[config.mk]
export PLATFORM = sky130hd
export DESIGN_NAME = ext_irq_wake
export DESIGN_NICKNAME = d
export VERILOG_FILES = /design/src/verilog/ext_irq_pkg.sv /design/src/verilog/ext_irq_wake.sv
export SDC_FILE = /design/constraint.sdc
export NUM_CORES = 1
export LEC_CHECK = 0
export ABC_AREA = 1
export BUFFER_PORTS_ARGS = -buffer_cell sky130_fd_sc_hd__buf_2
export CORE_ASPECT_RATIO = 0.75
export CORE_UTILIZATION = 45
export DETAILED_ROUTE_END_ITERATION = 10
export GPL_TIMING_DRIVEN = 1
export HOLD_SLACK_MARGIN = 0.12
export PLACE_DENSITY = 0.67
export RECOVER_POWER = 25
export SYNTH_ARGS = -nofsm -noshare
export SYNTH_HDL_FRONTEND = slang
export SYNTH_SLANG_ARGS = --single-unit
[constraint.sdc]
create_clock -name aclk -period 2.49 [get_ports aclk]
set_clock_uncertainty 0.15 [all_clocks]
set_input_delay 0.249 -clock aclk [delete_from_list [all_inputs] [get_ports aclk]]
set_output_delay 0.249 -clock aclk [all_outputs]
set_load 0.02 [all_outputs]
[src/verilog/ext_irq_pkg.sv]
// Constants, types and register map of the external pin interrupt and wake block
`default_nettype none
package ext_irq_pkg;
  // Clock and watchdog oscillator timing
  localparam int CLK_PERIOD_PS = 4000;
  localparam int WDT_PERIOD_PS = 1000000;
  localparam int WDT_TICK_CYC = (WDT_PERIOD_PS / CLK_PERIOD_PS) < 1 ? 1 : (WDT_PERIOD_PS / CLK_PERIOD_PS);
  localparam int WDT_CNT_W = $clog2(WDT_TICK_CYC + 1);

  // Register byte offsets
  localparam logic [7:0] OFS_CTRL = 8'h00;
  localparam logic [7:0] OFS_SLEEP = 8'h04;
  localparam logic [7:0] OFS_STAT = 8'h08;
  localparam logic [7:0] OFS_MASK = 8'h0C;
  localparam logic [7:0] OFS_PINS = 8'h10;

  // Field positions
  localparam int PIN_LVL_LSB = 8;
  localparam int WAKE_BIT = 3;
  localparam int STAT_W = 4;

  // Sense codes for lines zero and one
  localparam logic [1:0] SENSE_LOW = 2'h0;
  localparam logic [1:0] SENSE_ANY = 2'h1;
  localparam logic [1:0] SENSE_FALL = 2'h2;
  localparam logic [1:0] SENSE_RISE = 2'h3;

  // Sleep mode codes
  localparam logic [1:0] SLP_NONE = 2'h0;
  localparam logic [1:0] SLP_IDLE = 2'h1;
  localparam logic [1:0] SLP_DOWN = 2'h2;

  // Start-up lengths in watchdog ticks, by fuse setting
  localparam logic [7:0] START_TICKS_0 = 8'h01;
  localparam logic [7:0] START_TICKS_1 = 8'h04;
  localparam logic [7:0] START_TICKS_2 = 8'h10;
  localparam logic [7:0] START_TICKS_3 = 8'h40;

  // AXI responses
  localparam logic [1:0] RESP_OKAY = 2'h0;
  localparam logic [1:0] RESP_SLVERR = 2'h2;

  typedef struct packed {
    logic [2:0] en;
    logic line_two_edge_select;
    logic line_one_sense_hi;
    logic line_one_sense_lo;
    logic line_zero_sense_hi;
    logic line_zero_sense_lo;
  } ctrl_s;

  typedef struct packed {
    logic [2:0] dir;
    logic [2:0] out;
  } pins_s;

  localparam ctrl_s CTRL_RST = '0;
  localparam pins_s PINS_RST = '0;

  typedef enum logic [1:0] {PWR_RUN, PWR_IDLE, PWR_DOWN, PWR_START} pwr_e;
endpackage : ext_irq_pkg
`default_nettype wire

[src/verilog/ext_irq_wake.sv]
// External pin interrupt detection, request flags and sleep wake-up control
// Summary of operation
// - An enabled line raises requests from pin activity even when the pin is driven as an output.
// - Lines zero and one offer falling, rising and low-level sense; line two offers edges only.
// - A line zero or one in level mode requests continuously while its pin is low.
// - Edge sensing on lines zero and one runs only while the I/O clock runs.
// - Low level on lines zero and one and edges on line two work in every sleep mode and wake the part.
// - The I/O clock stops in every sleep mode except idle and runs in idle.
// - A level wake from power-down needs the level on two watchdog oscillator ticks of 1 us.
// - The part wakes after two good samples, completing the fuse-selected start-up time.
// - If the level is gone at the end of start-up the part wakes but no level request follows.
// - Lines zero and one have a two-bit sense: 00 low, 01 any change, 10 falling, 11 rising.
// - Line two has an edge select, 0 falling and 1 rising, and changing it may raise a request.
// - An edge sets the line's flag, cleared on service or by writing one, held clear in level mode.
// - Edge and change pulses longer than one clock period on lines zero and one are caught.
`default_nettype none
module ext_irq_wake
  import ext_irq_pkg::*;
(
  input wire logic aclk,
  input wire logic aresetn,
  input wire logic ce,
  input wire logic [7:0] s_axi_awaddr,
  input wire logic s_axi_awvalid,
  output logic s_axi_awready,
  input wire logic [31:0] s_axi_wdata,
  input wire logic [3:0] s_axi_wstrb,
  input wire logic s_axi_wvalid,
  output logic s_axi_wready,
  output logic [1:0] s_axi_bresp,
  output logic s_axi_bvalid,
  input wire logic s_axi_bready,
  input wire logic [7:0] s_axi_araddr,
  input wire logic s_axi_arvalid,
  output logic s_axi_arready,
  output logic [31:0] s_axi_rdata,
  output logic [1:0] s_axi_rresp,
  output logic s_axi_rvalid,
  input wire logic s_axi_rready,
  input wire logic ext_irq_line_zero,
  input wire logic ext_irq_line_one,
  input wire logic ext_irq_line_two,
  output logic [2:0] pin_drive,
  output logic [2:0] pin_drive_en,
  input wire logic [1:0] startup_time_fuses,
  input wire logic [2:0] irq_ack,
  output logic [2:0] irq_req,
  output logic irq,
  output logic io_clk_run,
  output logic asleep
);

  function automatic logic edge_hit(logic [1:0] sense, logic cur, logic prev);
    logic hit;
    hit = 1'b0;
    unique case (sense)
      SENSE_ANY: hit = cur ^ prev;
      SENSE_FALL: hit = prev & ~cur;
      SENSE_RISE: hit = cur & ~prev;
      SENSE_LOW: hit = 1'b0;
    endcase
    return hit;
  endfunction

  function automatic logic [7:0] startup_ticks(logic [1:0] fuses);
    logic [7:0] t = START_TICKS_0;
    unique case (fuses)
      2'h0: t = START_TICKS_0;
      2'h1: t = START_TICKS_1;
      2'h2: t = START_TICKS_2;
      2'h3: t = START_TICKS_3;
    endcase
    return t;
  endfunction

  ctrl_s ctrl_q;
  pins_s pins_q;
  logic [STAT_W-1:0] stat_q, stat_d, mask_q;
  logic [2:0] s1_q, s2_q, prev_q, eff_pin, ev, lvl, w1c;
  logic [1:0] sense0, sense1, samp_q, sleep_mode;
  pwr_e pwr_q, pwr_d;
  logic [WDT_CNT_W-1:0] wdt_cnt_q;
  logic [7:0] start_cnt_q, aw_addr_q;
  logic t2_q, t2, wdt_tick, start_done, lvl_any, wake_now, sleep_wr;
  logic aw_full_q, w_full_q, wr_go, rd_go;
  logic [31:0] w_data_q;
  logic [3:0] w_strb_q;

  assign sense0 = {ctrl_q.line_zero_sense_hi, ctrl_q.line_zero_sense_lo};
  assign sense1 = {ctrl_q.line_one_sense_hi, ctrl_q.line_one_sense_lo};

  // Pin drive and effective pin level
  assign pin_drive = pins_q.out;
  assign pin_drive_en = pins_q.dir;
  assign eff_pin = (pins_q.dir & pins_q.out) | (~pins_q.dir & {ext_irq_line_two, ext_irq_line_one, ext_irq_line_zero});

  // Two-stage synchronizer and previous sample
  always_ff @(posedge aclk) begin
    if (!aresetn) begin
      s1_q <= 3'h7;
      s2_q <= 3'h7;
      prev_q <= 3'h7;
    end else if (ce) begin
      s1_q <= eff_pin;
      s2_q <= s1_q;
      prev_q <= s2_q;
    end
  end

  // Line two polarity-adjusted level
  assign t2 = ctrl_q.line_two_edge_select ? s2_q[2] : ~s2_q[2];

  always_ff @(posedge aclk) begin
    if (!aresetn) begin
      t2_q <= 1'b0;
    end else if (ce) begin
      t2_q <= t2;
    end
  end

  // Edge events and level requests
  assign io_clk_run = (pwr_q == PWR_RUN) || (pwr_q == PWR_IDLE);
  assign ev[0] = io_clk_run && edge_hit(sense0, s2_q[0], prev_q[0]);
  assign ev[1] = io_clk_run && edge_hit(sense1, s2_q[1], prev_q[1]);
  assign ev[2] = t2 && !t2_q;
  assign lvl[0] = (sense0 == SENSE_LOW) && !s2_q[0];
  assign lvl[1] = (sense1 == SENSE_LOW) && !s2_q[1];
  assign lvl[2] = 1'b0;
  assign lvl_any = |(lvl[1:0] & ctrl_q.en[1:0]);

  // Requests toward the core
  assign irq_req[0] = ctrl_q.en[0] && (lvl[0] || stat_q[0]);
  assign irq_req[1] = ctrl_q.en[1] && (lvl[1] || stat_q[1]);
  assign irq_req[2] = ctrl_q.en[2] && stat_q[2];
  assign irq = |(stat_q & mask_q) || |(lvl & mask_q[2:0]);
  assign asleep = (pwr_q != PWR_RUN);

  // Sticky status; set wins over clear, flags held clear in level mode
  always_comb begin
    stat_d = (stat_q & ~{1'b0, irq_ack}) & ~{wr_go && aw_addr_q == OFS_STAT && w_strb_q[0] ? w_data_q[WAKE_BIT] : 1'b0, w1c};
    stat_d[2:0] = stat_d[2:0] | ev;
    if (sense0 == SENSE_LOW) begin
      stat_d[0] = 1'b0;
    end
    if (sense1 == SENSE_LOW) begin
      stat_d[1] = 1'b0;
    end
    if (wake_now) begin
      stat_d[WAKE_BIT] = 1'b1;
    end
  end

  assign w1c = (wr_go && aw_addr_q == OFS_STAT && w_strb_q[0]) ? w_data_q[2:0] : 3'h0;

  always_ff @(posedge aclk) begin
    if (!aresetn) begin
      stat_q <= '0;
    end else if (ce) begin
      stat_q <= stat_d;
    end
  end

  // Watchdog oscillator tick
  assign wdt_tick = (wdt_cnt_q == WDT_CNT_W'(WDT_TICK_CYC - 1));

  always_ff @(posedge aclk) begin
    if (!aresetn) begin
      wdt_cnt_q <= '0;
    end else if (ce) begin
      wdt_cnt_q <= wdt_tick ? '0 : wdt_cnt_q + 1'b1;
    end
  end

  // Power-down level qualification by two watchdog samples
  always_ff @(posedge aclk) begin
    if (!aresetn) begin
      samp_q <= 2'h0;
    end else if (ce) begin
      if (pwr_q != PWR_DOWN) begin
        samp_q <= 2'h0;
      end else if (wdt_tick) begin
        samp_q <= lvl_any ? samp_q + 2'h1 : 2'h0;
      end
    end
  end

  // Start-up timer in watchdog ticks
  assign start_done = (pwr_q == PWR_START) && wdt_tick && (start_cnt_q + 8'h01 >= startup_ticks(startup_time_fuses));

  always_ff @(posedge aclk) begin
    if (!aresetn) begin
      start_cnt_q <= 8'h00;
    end else if (ce) begin
      if (pwr_q != PWR_START) begin
        start_cnt_q <= 8'h00;
      end else if (wdt_tick) begin
        start_cnt_q <= start_cnt_q + 8'h01;
      end
    end
  end

  // Sleep request from software
  assign sleep_wr = wr_go && aw_addr_q == OFS_SLEEP && w_strb_q[0];
  assign sleep_mode = w_data_q[1:0];

  // Power state machine
  always_comb begin
    pwr_d = pwr_q;
    wake_now = 1'b0;
    unique case (pwr_q)
      PWR_RUN: begin
        if (sleep_wr && sleep_mode == SLP_IDLE) begin
          pwr_d = PWR_IDLE;
        end else if (sleep_wr && sleep_mode == SLP_DOWN) begin
          pwr_d = PWR_DOWN;
        end
      end
      PWR_IDLE: begin
        if (|irq_req || |(ev & ctrl_q.en)) begin
          pwr_d = PWR_RUN;
          wake_now = 1'b1;
        end
      end
      PWR_DOWN: begin
        if (ev[2] && ctrl_q.en[2]) begin
          pwr_d = PWR_START;
        end else if (wdt_tick && lvl_any && samp_q == 2'h1) begin
          pwr_d = PWR_START;
        end
      end
      PWR_START: begin
        if (start_done) begin
          pwr_d = PWR_RUN;
          wake_now = 1'b1;
        end
      end
    endcase
  end

  always_ff @(posedge aclk) begin
    if (!aresetn) begin
      pwr_q <= PWR_RUN;
    end else if (ce) begin
      pwr_q <= pwr_d;
    end
  end

  // AXI4-Lite write channel
  assign s_axi_awready = ce && !aw_full_q && !s_axi_bvalid;
  assign s_axi_wready = ce && !w_full_q && !s_axi_bvalid;
  assign wr_go = aw_full_q && w_full_q && !s_axi_bvalid;

  always_ff @(posedge aclk) begin
    if (!aresetn) begin
      aw_full_q <= 1'b0;
      w_full_q <= 1'b0;
      aw_addr_q <= 8'h00;
      w_data_q <= 32'h0000_0000;
      w_strb_q <= 4'h0;
      s_axi_bvalid <= 1'b0;
      s_axi_bresp <= RESP_OKAY;
    end else if (ce) begin
      if (s_axi_awvalid && s_axi_awready) begin
        aw_full_q <= 1'b1;
        aw_addr_q <= s_axi_awaddr;
      end
      if (s_axi_wvalid && s_axi_wready) begin
        w_full_q <= 1'b1;
        w_data_q <= s_axi_wdata;
        w_strb_q <= s_axi_wstrb;
      end
      if (wr_go) begin
        aw_full_q <= 1'b0;
        w_full_q <= 1'b0;
        s_axi_bvalid <= 1'b1;
        s_axi_bresp <= (aw_addr_q > OFS_PINS || aw_addr_q[1:0] != 2'h0) ? RESP_SLVERR : RESP_OKAY;
      end else if (s_axi_bready) begin
        s_axi_bvalid <= 1'b0;
      end
    end
  end

  // Control, mask and pin registers
  always_ff @(posedge aclk) begin
    if (!aresetn) begin
      ctrl_q <= CTRL_RST;
      mask_q <= '0;
      pins_q <= PINS_RST;
    end else if (ce && wr_go && w_strb_q[0]) begin
      if (aw_addr_q == OFS_CTRL) begin
        ctrl_q <= ctrl_s'(w_data_q[7:0]);
      end
      if (aw_addr_q == OFS_MASK) begin
        mask_q <= w_data_q[STAT_W-1:0];
      end
      if (aw_addr_q == OFS_PINS) begin
        pins_q <= pins_s'(w_data_q[5:0]);
      end
    end
  end

  // AXI4-Lite read channel
  assign s_axi_arready = ce && !s_axi_rvalid;
  assign rd_go = s_axi_arvalid && s_axi_arready;

  always_ff @(posedge aclk) begin
    if (!aresetn) begin
      s_axi_rvalid <= 1'b0;
      s_axi_rdata <= 32'h0000_0000;
      s_axi_rresp <= RESP_OKAY;
    end else if (ce) begin
      if (rd_go) begin
        s_axi_rvalid <= 1'b1;
        s_axi_rresp <= RESP_OKAY;
        unique case (s_axi_araddr)
          OFS_CTRL: s_axi_rdata <= {24'h000000, ctrl_q};
          OFS_SLEEP: s_axi_rdata <= {30'h00000000, pwr_q};
          OFS_STAT: s_axi_rdata <= {{(32 - STAT_W){1'b0}}, stat_q};
          OFS_MASK: s_axi_rdata <= {{(32 - STAT_W){1'b0}}, mask_q};
          OFS_PINS: s_axi_rdata <= {21'h000000, s2_q, 2'h0, pins_q};
          default: begin
            s_axi_rdata <= 32'h0000_0000;
            s_axi_rresp <= RESP_SLVERR;
          end
        endcase
      end else if (s_axi_rready) begin
        s_axi_rvalid <= 1'b0;
      end
    end
  end

  // Checks
  AST_OUT_PIN_SEEN: assert property (@(posedge aclk) disable iff (!aresetn)
    (ce && pins_q.dir[2]) |=> (s1_q[2] == $past(pins_q.out[2])))
    else $error("Driven pin level not sampled");
  AST_LEVEL_REQ: assert property (@(posedge aclk) disable iff (!aresetn)
    (ctrl_q.en[0] && sense0 == SENSE_LOW && !s2_q[0]) |-> irq_req[0])
    else $error("Level request missing while pin low");
  AST_LEVEL_FLAG_CLEAR: assert property (@(posedge aclk) disable iff (!aresetn)
    (ce && sense1 == SENSE_LOW) |=> !stat_q[1])
    else $error("Flag set in level mode");
  AST_SET_WINS: assert property (@(posedge aclk) disable iff (!aresetn)
    (ce && ev[0] && sense0 != SENSE_LOW) |=> stat_q[0])
    else $error("Edge event lost");
  AST_EDGE_NEEDS_IO: assert property (@(posedge aclk) disable iff (!aresetn)
    (ce && !io_clk_run) |-> (ev[1:0] == 2'h0))
    else $error("Edge detected with I/O clock stopped");
  AST_IO_CLK_STOP: assert property (@(posedge aclk) disable iff (!aresetn)
    (pwr_q == PWR_DOWN || pwr_q == PWR_START) |-> !io_clk_run)
    else $error("I/O clock running in deep sleep");
  AST_TWO_SAMPLES: assert property (@(posedge aclk) disable iff (!aresetn)
    (pwr_q == PWR_START && $past(pwr_q) == PWR_DOWN && !$past(ev[2]))
      |-> ($past(samp_q) == 2'h1 && $past(wdt_tick) && $past(lvl_any)))
    else $error("Level wake without two samples");
  AST_LINE_TWO_WAKE: assert property (@(posedge aclk) disable iff (!aresetn)
    (ce && pwr_q == PWR_DOWN && ev[2] && ctrl_q.en[2]) |=> (pwr_q == PWR_START))
    else $error("Line two edge did not wake");
  AST_STARTUP_END: assert property (@(posedge aclk) disable iff (!aresetn)
    (ce && start_done) |=> (pwr_q == PWR_RUN && stat_q[WAKE_BIT]))
    else $error("Start-up end did not wake");

endmodule : ext_irq_wake
`default_nettype wire

== Word-level counts from Yosys, hierarchy flattened ==
Cells that the tools add are included.

* Equality and inequality tests: 30
* Bitwise logic cells: 24
* Reductions and logical operators: 78
* $add $sub $neg: 3
* Mux-type cells: 36
* Order comparisons: 2

{| class="wikitable"
|+ Operator list
! operator !! count
|-
| 11-bit case mux with 5 select lines || 1
|-
| 8-bit by 4-bit equality test with 1-bit output, second input constant || 4
|-
| 8-bit case mux with 4 select lines || 1
|-
| 1-bit logical AND || 31
|-
| 2-bit AND reduction || 13
|-
| 8-bit 2-to-1 mux || 3
|-
| 2-bit 2-to-1 mux || 11
|-
| 2-bit equality test, second input constant || 9
|-
| 8-bit by 1-bit adder with 8-bit output, second input constant || 2
|-
| 8-bit by 3-bit equality test with 1-bit output, second input constant || 2
|-
| 8-bit by 5-bit equality test with 1-bit output, second input constant || 2
|-
| 8-bit zero test || 2
|-
| 2-bit nonzero test || 8
|-
| 1-bit 2-to-1 mux || 15
|-
| 4-bit bitwise AND || 3
|-
| 2-bit by 1-bit equality test with 1-bit output, second input constant || 6
|-
| 3-bit bitwise AND || 3
|-
| 3-bit OR reduction || 3
|-
| 8-bit equality test, second input constant || 1
|-
| 8-bit >= comparator || 1
|-
| 8-bit by 5-bit greater-than comparator with 1-bit output, second input constant || 1
|-
| 2-bit zero test || 4
|-
| 1-bit case mux with 4 select lines || 2
|-
| 2-bit case mux with 4 select lines || 1
|-
| 22 further kinds || 44
|}

* Bits of input ports: 68
* Output and inout bits: 53
* Logic and storage cells: 201
* Flip-flop bits (word level): 108

== Logic depth before layout (Yosys ltp) ==
Gate-level depths: netlist of run 1.

* Depth in word-level cells: 10
* Gate-level depth with buffers: 15
* Depth with buffers taken out: 15

== Worst setup path before layout of run 1 ==
Ideal clock, no wire load.

* Path type: register -> register
* From: register start_cnt_q[0]
* To: register stat_q[3]
* Clock period less this slack: 1,788 ps
* Data arrival time: 1,506 ps
* Data required time: 2,208 ps
* Slack: 702 ps
* Setup time: 132 ps
* Cell stages (with the launch flop): 12
* Path buffers: 0
* Path through: dfxtp_1 -> ha_1 -> nand3_1 -> nor2_1 -> xor2_1 -> ha_1 -> nand2_1 -> nand2_1 -> nand2_1 -> nand2_1 -> nand2_1 -> a21oi_1

* Word-level cells in the longest chain between the ends: 6

{| class="wikitable"
|+ RTL lines
! item !! line !! source
|-
| start, declared || ext_irq_wake.sv:83 || <nowiki>logic [7:0] start_cnt_q, aw_addr_q;</nowiki>
|-
| start signal, assigned || ext_irq_wake.sv:197 || <nowiki>start_cnt_q <= start_cnt_q + 8'h01;</nowiki>
|-
| 8-bit by 1-bit adder with 8-bit output || ext_irq_wake.sv:188 || <nowiki>assign start_done = (pwr_q == PWR_START) && wdt_tick && (start_cnt_q + 8'h01 >= startup_ticks(startup_time_fus ...</nowiki>
|-
| 8-bit >= comparator || ext_irq_wake.sv:188 ||
|-
| 1-bit logical AND || ext_irq_wake.sv:188 ||
|-
| 1-bit 2-to-1 mux || ext_irq_wake.sv:232 || <nowiki>if (start_done) begin</nowiki>
|-
| 1-bit case mux with 2 select lines || ext_irq_wake.sv:210 || <nowiki>unique case (pwr_q)</nowiki>
|-
| 1-bit 2-to-1 mux || ext_irq_wake.sv:148 || <nowiki>if (wake_now) begin</nowiki>
|-
| end signal, assigned || ext_irq_wake.sv:159 || <nowiki>stat_q <= stat_d;</nowiki>
|-
| end, declared || ext_irq_wake.sv:78 || <nowiki>logic [STAT_W-1:0] stat_q, stat_d, mask_q;</nowiki>
|}

Every way passes these cells.
A chain may end at the register's enable or synchronous reset.

== Final worst setup path of run 1 ==
* From: register w_full_q
* To: register ctrl_q[3] (netlist bit)

* Word-level cells in the longest chain between the ends: 5

{| class="wikitable"
|+ RTL lines
! item !! line !! source
|-
| start, declared || ext_irq_wake.sv:85 || <nowiki>logic aw_full_q, w_full_q, wr_go, rd_go;</nowiki>
|-
| start signal, assigned || ext_irq_wake.sv:256 || <nowiki>w_full_q <= 1'b0;</nowiki>
|-
| start signal, assigned || ext_irq_wake.sv:268 || <nowiki>w_full_q <= 1'b1;</nowiki>
|-
| start signal, assigned || ext_irq_wake.sv:274 || <nowiki>w_full_q <= 1'b0;</nowiki>
|-
| 1-bit logical AND (2 in series) || ext_irq_wake.sv:251 || <nowiki>assign wr_go = aw_full_q && w_full_q && !s_axi_bvalid;</nowiki>
|-
| 1-bit logical AND (2 in series) || ext_irq_wake.sv:289 || <nowiki>end else if (ce && wr_go && w_strb_q[0]) begin</nowiki>
|-
| 2-bit AND reduction (no source line) || - ||
|-
| end signal, assigned || ext_irq_wake.sv:291 || <nowiki>ctrl_q <= ctrl_s'(w_data_q[7:0]);</nowiki>
|-
| end, declared || ext_irq_wake.sv:76 || <nowiki>ctrl_s ctrl_q;</nowiki>
|}

Every way passes these cells.

==> summary.txt, run 1 <==
Clocking
  • CTS tree: built
  • Clock insertion delay at the later pin of the skew report: 0.34 ns
  • Max clock buf depth: 2
  • Root Driver: clkbuf_16
  • Num CTS Buffers: 9
  • CTS sink count: 85
  • CTS clk-pin slew, worst paths: 0.06 ns
  • # H-tree levels: 3

Detailed routing
  • Vias/cell: about 4.9
  • Iter 0 DRT Violations: just under 300
  • Routed len/inst: between 10 and 15 um
  • WL final: between 10 and 15 mm
  • Via count: 4,125
  • Final antenna-violating net count: 0
  • First-pass DRT Iterations: 5
  • # DRC: 0

Timing
  • Crit share post-route: about four fifths
  • Tightest hold margin: around 0.17 ns
  • Final setup viols: 0
  • Final hold violations: 0
  • Rel. slew slack: 56.3%
  • F_max: 498 MHz
  • Period minus WS final: between 2 and 2.5 ns
  • RSZ-0062 raised after global routing: false
  • Final setup TNS: 0 ns
  • Slew @ Worst Pin: 0.652 ns
  • Fin. max-slew vios: 0

Floorplanning
  • Top Ports: roughly 120
  • # rows: 30
  • Die area: a little over 10,000 um^2
  • Initial Util: 47.2%
  • Die X: ~120 um
  • Die height: a little under 90 um
  • Core area: between 9000 and 10,000 um^2

Critical path
  • Crit path max-delay cell type: nand4_2
  • WP data required: 2.56 ns
  • R2R depth: 7
  • CP startpoint kind: register
  • Worst R2R Start: w_full_q$_SDFFE_PN0P_
  • Crit path max-delay family: simple AND/OR/NAND/NOR gates
  • R2r setup slk: a little under 0.5 ns
  • Max incr delay on CP: approximately 0.42 ns
  • CP Capture Type: register
  • Setup CP Type: register to register
  • Crit path DAT: around 2.1 ns
  • Buf+Inv Stages, Crit Path: 1
  • Max FO, Critical Path: 16
  • Reg-to-Reg End: ctrl_q[3]$_SDFFE_PN0P_
  • CP cell instances: inv_1, nor2_2, nand2_2, nor2_1, nand4_2, o21ai_0, a21oi_1

Yosys
  • Netlist cell types: 40
  • Synth top area share: between 30% and 40%
  • Synth area leader: dfxtp_1
  • Largest cells by area after synthesis: dfxtp_1 39%, nand2_1 8.4%, a21oi_1 7.7%
  • Instance count of the mapped netlist: just over 600
  • Syn avg cell area: roughly 7.2 um^2
  • Post-synthesis sequential area ratio: 39.1%
  • Post-synthesis cell area: about 4400 um^2
  • Synth Register Bits: 85
  • Synthesis Warnings: 0

Placement
  • DP HPWL: 8.06 mm
  • Port bufs: 70
  • Placed Area: 4740 um^2
  • Routability cong.: between 0.8 and 0.9

Power and ir drop
  • PwrDens: about 660 nW/um^2
  • Max VDD drop: 0.481 mV
  • Cell internal pwr: roughly 2.6 mW
  • NetSw: between 0.8 and 0.9 mW
  • Clock share of power: between 40% and 50%
  • Sequential share of power: a little over two fifths
  • Pleak: around 2.3 nW
  • Sw Ratio: between 20% and 30%
  • Gate power share: 10.6%
  • Final Power: between 3 and 4 mW

Global route
  • Vias in the first global route: 3,675
  • GRT overflow: 0
  • Pin count of the biggest net entering global routing: 42
  • GRT Overall Usage: 22.5%
  • Initial antenna violation count: 0
  • First-pass GRT wire length: between 15 and 20 mm

Min path
  • Endpoint, Worst Hold: s_axi_rdata[4]$_SDFFE_PN0P_
  • Hold depth: 4
  • HP Start: s_axi_arvalid
  • Hold Path Class: input port to register

Finish
  • Fillers: 911
  • Ant diodes: 0
  • Register area: 1700 um^2
  • Area added between synthesis and finish: 21.8%
  • Most common cell after layout, fill and taps aside: nand2_1
  • Final #Nets: 781
  • Commonest cells after routing, fill and taps aside: 98 x nand2_1, 85 x dfxtp_1, 72 x inv_1, 70 x nor2_1, 67 x a21oi_1
  • Multi-input logic area: between 2000 and 2500 um^2
  • Post-layout instance area: around 5300 um^2
  • Share of layout cells above drive strength 1: between 10% and 20%

Job
  • Max-cap violations: 0

Status
  • Status: completed
-- how the worst max path moves through the flow --
stage | slack, ns | to | from | depth (start not counted)
4_1_cts | 0.49 | stat_q[3]$_SDFFE_PN0P_ | start_cnt_q[0]$_SDFFE_PN0P_ | 11
5_1_grt | 0.26 | ctrl_q[3]$_SDFFE_PN0P_ | w_full_q$_SDFFE_PN0P_ | 7
2_1_floorplan | 0.70 | stat_q[3]$_SDFFE_PN0P_ | start_cnt_q[0]$_SDFFE_PN0P_ | 11
3_3_place_gp | 0.53 | stat_q[3]$_SDFFE_PN0P_ | start_cnt_q[0]$_SDFFE_PN0P_ | 11
3_5_place_dp | 0.49 | stat_q[3]$_SDFFE_PN0P_ | start_cnt_q[0]$_SDFFE_PN0P_ | 11
6_report | 0.48 | ctrl_q[3]$_SDFFE_PN0P_ | w_full_q$_SDFFE_PN0P_ | 7
-- registers in the layout, indices dropped and copies added, names as in the netlist, 3 cells and up --
| signal | flops |
|---|---|
| aw_addr_q | 8 |
| mask_q | 4 |
| pin_drive | 3 |
| start_cnt_q | 8 |
| s1_q | 3 |
| s_axi_rdata | 11 |
| s2_q | 3 |
| wdt_cnt_q | 8 |
| pin_drive_en | 3 |
| w_data_q | 8 |
| stat_q | 4 |
| ctrl_q | 8 |
-- worst min-delay path: stages --
cell	delay (ns)
buf_2	0.08
nand2_2	0.13
nand2_1	0.09
a21oi_1	0.05
-- final cells by class --
cell class	instances	share of cell area [%]
Clock buffer	10	4.50
Inverter	81	5.73
Multi-Input combinational cell	426	41.0
Timing Repair Buffer	98	11.2
Sequential cell	85	32.1
Clock inverter	6	2.52
Tap cell	128	3.02
-- kinds of logic after synthesis --
family | Yosys count | share of synthesized area, %
AOI/OAI and AO/OA | 153 | 19.0
xor gates and xnor gates | 5 | 1.01
adders and majority gates | 12 | 3.45
buffers and inverters | 120 | 12.7
DFF | 85 | 39.1
other | 1 | 0.0861
and+or+nand+nor | 233 | 24.6
-- power groups by stage --
stage / registers, mW / clock network, mW / logic (mW)
finish: 1.45 / 1.66 / 0.370
CTS: 1.45 / 1.69 / 0.374
floorplan: 1.48 / 0 / 0.265
global route: 1.46 / 1.74 / 0.418
detailed placement: 1.48 / 0 / 0.345
global placement: 1.48 / 0 / 0.336
-- what timing repair did --
| action | in CTS | in global routing |
|---|---|---|
| endpoints found under the setup margin | 0 | 0 |
| hold buffers | 23 | 0 |
| endpoints found under the hold margin | 23 | 0 |
| resized for setup | 0 | 0 |
| setup buffers | 0 | 0 |
-- per-stage QoR --
step,std cells,utilization [%],setup slack [ns]
2_1_floorplan,631,-,0.702
3_3_place_gp,795,51.3,0.528
3_5_place_dp,795,51.3,0.494
4_1_cts,834,57.8,0.490
5_1_grt,834,57.5,0.265
6_report,834,57.5,0.482
-- routing by layer --
metal | part of all wire, % | vias to the layer above | global-route usage, %
met2 | 44 | 138 | 36.1
li1 | - | 2134 | -
met3 | 8.6 | 6 | 6.75
met4 | 0.80 | 0 | 5.08
met1 | 47 | 1847 | 29.8
met5 | 0 | - | 0
-- synthesized netlist by cell type --
cell,count
nand2_2,7
inv_1,72
nand3_2,2
ha_1,12
nor2_2,9
nor3_4,2
buf_2,2
a21oi_1,67
nand4_1,4
a31oi_1,2
nor4_2,1
nor3_1,5
o31ai_1,1
nor4_4,1
o21ai_1,12
or2_2,1
xnor2_1,2
inv_2,7
clkbuf_1,9
clkinv_1,2
a211oi_1,2
buf_6,1
a211oi_2,4
o221ai_1,1
nand3b_1,3
o22ai_1,9
nand2_1,98
nor2_4,2
nor3b_1,2
buf_1,2
xor2_1,3
nor2_1,69
nand4_2,1
a221o_1,1
o21ai_0,53
buf_4,25
dfxtp_1,85
nand3_1,26
o21ai_2,1
conb_1,1
Power figures use the tool's default switching activity.
==> run 2, diff against run 1 <==
Settings changed: ABC_AREA 1 to 0, PLACE_DENSITY 0.67 to 0.7.
Clock period 2.49 ns to 1.8 ns, I/O delays scaled along.
==> summary.txt, run 2 <==
Critical path
  • Max incr delay on CP: around 0.52 ns
  • CP startpoint kind: register
  • CP cell instances: ha_4, nand3_2, xnor2_2, ha_2, or4b_4, a31o_1, a31oi_4, a2111oi_4, a221oi_2
  • Crit path DAT: 2.50 ns
  • R2r setup slk: -0.59 ns
  • CP Capture Type: register
  • Max FO, Critical Path: 3
  • Worst R2R Start: start_cnt_q[0]$_SDFFE_PN0P_
  • Setup CP Type: register to register
  • WP data required: around 1.9 ns
  • R2R depth: 9
  • Reg-to-Reg End: pwr_q[1]$_SDFFE_PN0P_
  • Crit path max-delay cell type: or4b_4

Global route
  • Vias in the first global route: just over 4,000
  • First-pass GRT wire length: 19.4 mm
  • GRT Overall Usage: about 25%
  • Initial antenna violation count: 0
  • Pin count of the biggest net entering global routing: 38
  • GRT overflow: 0

Finish
  • Most common cell after layout, fill and taps aside: buf_4
  • Biggest register: s_axi_rdata
  • Final core occ: about two thirds
  • Commonest cells after routing, fill and taps aside: 86 x buf_4, 79 x nand2_1, 71 x dfxtp_1, 49 x buf_2, 27 x nor2_1
  • Area added between synthesis and finish: 45.3%
  • Fillers: 816
  • Ant diodes: 0
  • Final #Nets: 780
  • Number of flip-flops in the largest register: 11
  • Share of layout cells above drive strength 1: 34.0%
  • Post-layout instance area: approximately 6500 um^2

Min path
  • HP Start: s_axi_awvalid
  • Hold Path Class: input port to register
  • Endpoint, Worst Hold: aw_addr_q[1]$_SDFFE_PN0P_
  • Hold depth: 4

Timing
  • Setup ws final: -0.594 ns
  • F_max: 418 MHz
  • Crit share post-route: 133%
  • Period minus WS final: roughly 2.4 ns
  • Slew @ Worst Pin: just under 0.6 ns
  • Final setup TNS: -4.01 ns
  • Final hold violations: 0
  • Rel. slew slack: between 60% and 70%
  • Final setup viols: 19
  • RSZ-0062 raised after global routing: true
  • Fin. max-slew vios: 0

Yosys
  • Synth cell count leaders: 85 x dfxtp_1, 81 x nand2_1, 31 x a21boi_0, 28 x nor2_1
  • Leading register cell type out of synthesis: dfxtp_1
  • Instance count of the mapped netlist: roughly 520
  • Netlist cell types: 63
  • Top-count cell post-synth: dfxtp_1
  • Async SR Flop Fraction: 0%
  • Largest cells by area after synthesis: dfxtp_1 38%, nand2_1 6.8%, mux2i_1 5.4%
  • Synthesis Warnings: 0
  • Post-synthesis cell area: 4450 um^2
  • Synth top area share: a little under two fifths
  • Syn avg cell area: ~8.6 um^2
  • Synth area leader: dfxtp_1
  • Synth Register Bits: 85
  • Post-synthesis sequential area ratio: a little under two fifths
  • Number of synthesized flops with an enable pin: 0

Clocking
  • Max clock buf depth: 2
  • CTS sink count: 85
  • CTS clk-pin slew, worst paths: around 0.070 ns
  • # H-tree levels: 3
  • Root Driver: clkbuf_16
  • Num CTS Buffers: 9
  • CTS tree: built
  • Clock insertion delay at the later pin of the skew report: approximately 0.35 ns

Detailed routing
  • WL final: approximately 13 mm
  • Via count: 4,400
  • Routed len/inst: between 15 and 20 um
  • # DRC: 0
  • Vias/cell: 5.26
  • First-pass DRT Iterations: 5
  • Iter 0 DRT Violations: between 200 and 250
  • Final antenna-violating net count: 0

Power and ir drop
  • Final Power: 4.51 mW
  • Max VDD drop: 0.624 mV
  • Pleak: about 2.8 nW
  • PwrDens: between 600 and 700 nW/um^2

Placement
  • Setup WS pre-CTS: -0.589 ns
  • DP HPWL: about 9 mm
  • Port bufs: 70
  • Routability cong.: ~0.9
  • Placed Area: about 5500 um^2

Floorplanning
  • Top Ports: around 120
  • Die height: 88.1 um
  • Die area: around 10,000 um^2
  • Die X: 117 um
  • Core area: slightly below 10,000 um^2
  • # rows: 31
  • Initial Util: a little under half

Status
  • Status: finished with violations
  • Failing checks: negative setup slack

Job
  • Max-cap violations: 0
[run 2: cell types whose count changed in the layout (fill, tap and decap cells not counted), sizes merged, moves of 9 or more]
cell / change
nor2b: +26
a21boi: +33
nor2: -50
o21ai: -39
buf: +95
and2: +12
inv: -62
nand2: -24
a21oi: -61
o22ai: -9
mux2i: +24
nand3: -17
[run 2: how the worst max path moves through the flow]
stage	start	endpoint	slack (ns)
2_1_floorplan	start_cnt_q[3]$_SDFFE_PN0P_	pwr_q[1]$_SDFFE_PN0P_	-0.56
3_3_place_gp	start_cnt_q[5]$_SDFFE_PN0P_	pwr_q[1]$_SDFFE_PN0P_	-0.55
3_5_place_dp	start_cnt_q[5]$_SDFFE_PN0P_	pwr_q[1]$_SDFFE_PN0P_	-0.59
4_1_cts	start_cnt_q[0]$_SDFFE_PN0P_	pwr_q[1]$_SDFFE_PN0P_	-0.58
5_1_grt	start_cnt_q[0]$_SDFFE_PN0P_	pwr_q[1]$_SDFFE_PN0P_	-0.67
6_report	start_cnt_q[0]$_SDFFE_PN0P_	pwr_q[1]$_SDFFE_PN0P_	-0.59
[run 2: final cells by class]
class / instances / area (um^2) / share of cell area [%]
Clock buffer: 10 / 229 / 3.54
Tap cell: 132 / 165 / 2.55
Inverter: 13 / 48.8 / 0.754
Multi-Input combinational cell: 397 / 2820 / 43.6
Sequential cell: 85 / 1720 / 26.7
Timing Repair Buffer: 194 / 1400 / 21.7
Clock inverter: 6 / 76.3 / 1.18
[run 2: cell families (layout without fill, tap and decap cells)]
kind of cell	count (synthesis)	after routing	synth area share [%]
buffers and inverters	58	223	7.03
AOI/OAI and AO/OA	108	108	17.1
xor gates and xnor gates	12	12	2.36
muxes	31	31	7.17
and+or+nand+nor	211	211	24.6
other	1	23	0.0843
adders and majority gates	12	12	3.37
DFF	85	85	38.2
[run 2: per-layer routing]
layer | vias to the layer above | wire [um] | global-route usage (%)
li1 | 2140 | - | -
met1 | 2101 | 5730 | 30.8
met2 | 135 | 6300 | 41.9
met3 | 24 | 564 | 5.40
met4 | 0 | 257 | 8.75
met5 | - | 0 | 0
[run 2: where the power goes]
part           switching [mW]  leakage [nW]  internal (mW)
clock network           0.829         0.150           1.10
logic                   0.329          1.94          0.278
registers              0.0413         0.696           1.93
total                    1.20          2.79           3.31
[run 2: what timing repair did]
item	CTS	global route
endpoints found under the hold margin	29	0
pin swaps	21	23
buffers inserted	5	11
hold buffers	25	0
setup endpoints to repair	27	35
resized for setup	39	49
[run 2: worst max-delay path: cells and delay by family (launching register included)]
family,cells,cell delay [ns]
compound gates,4,0.72
simple gates,2,0.61
flops,1,0.37
fa+ha+maj,2,0.33
xor+xnor,1,0.15
[run 2: stage by stage]
step / std cells / hold WS (ns)
floorplan: 540 / 0.175
global placement: 782 / 0.279
detailed placement: 782 / 0.286
CTS: 827 / 0.150
global route: 837 / 0.184
finish: 837 / 0.154
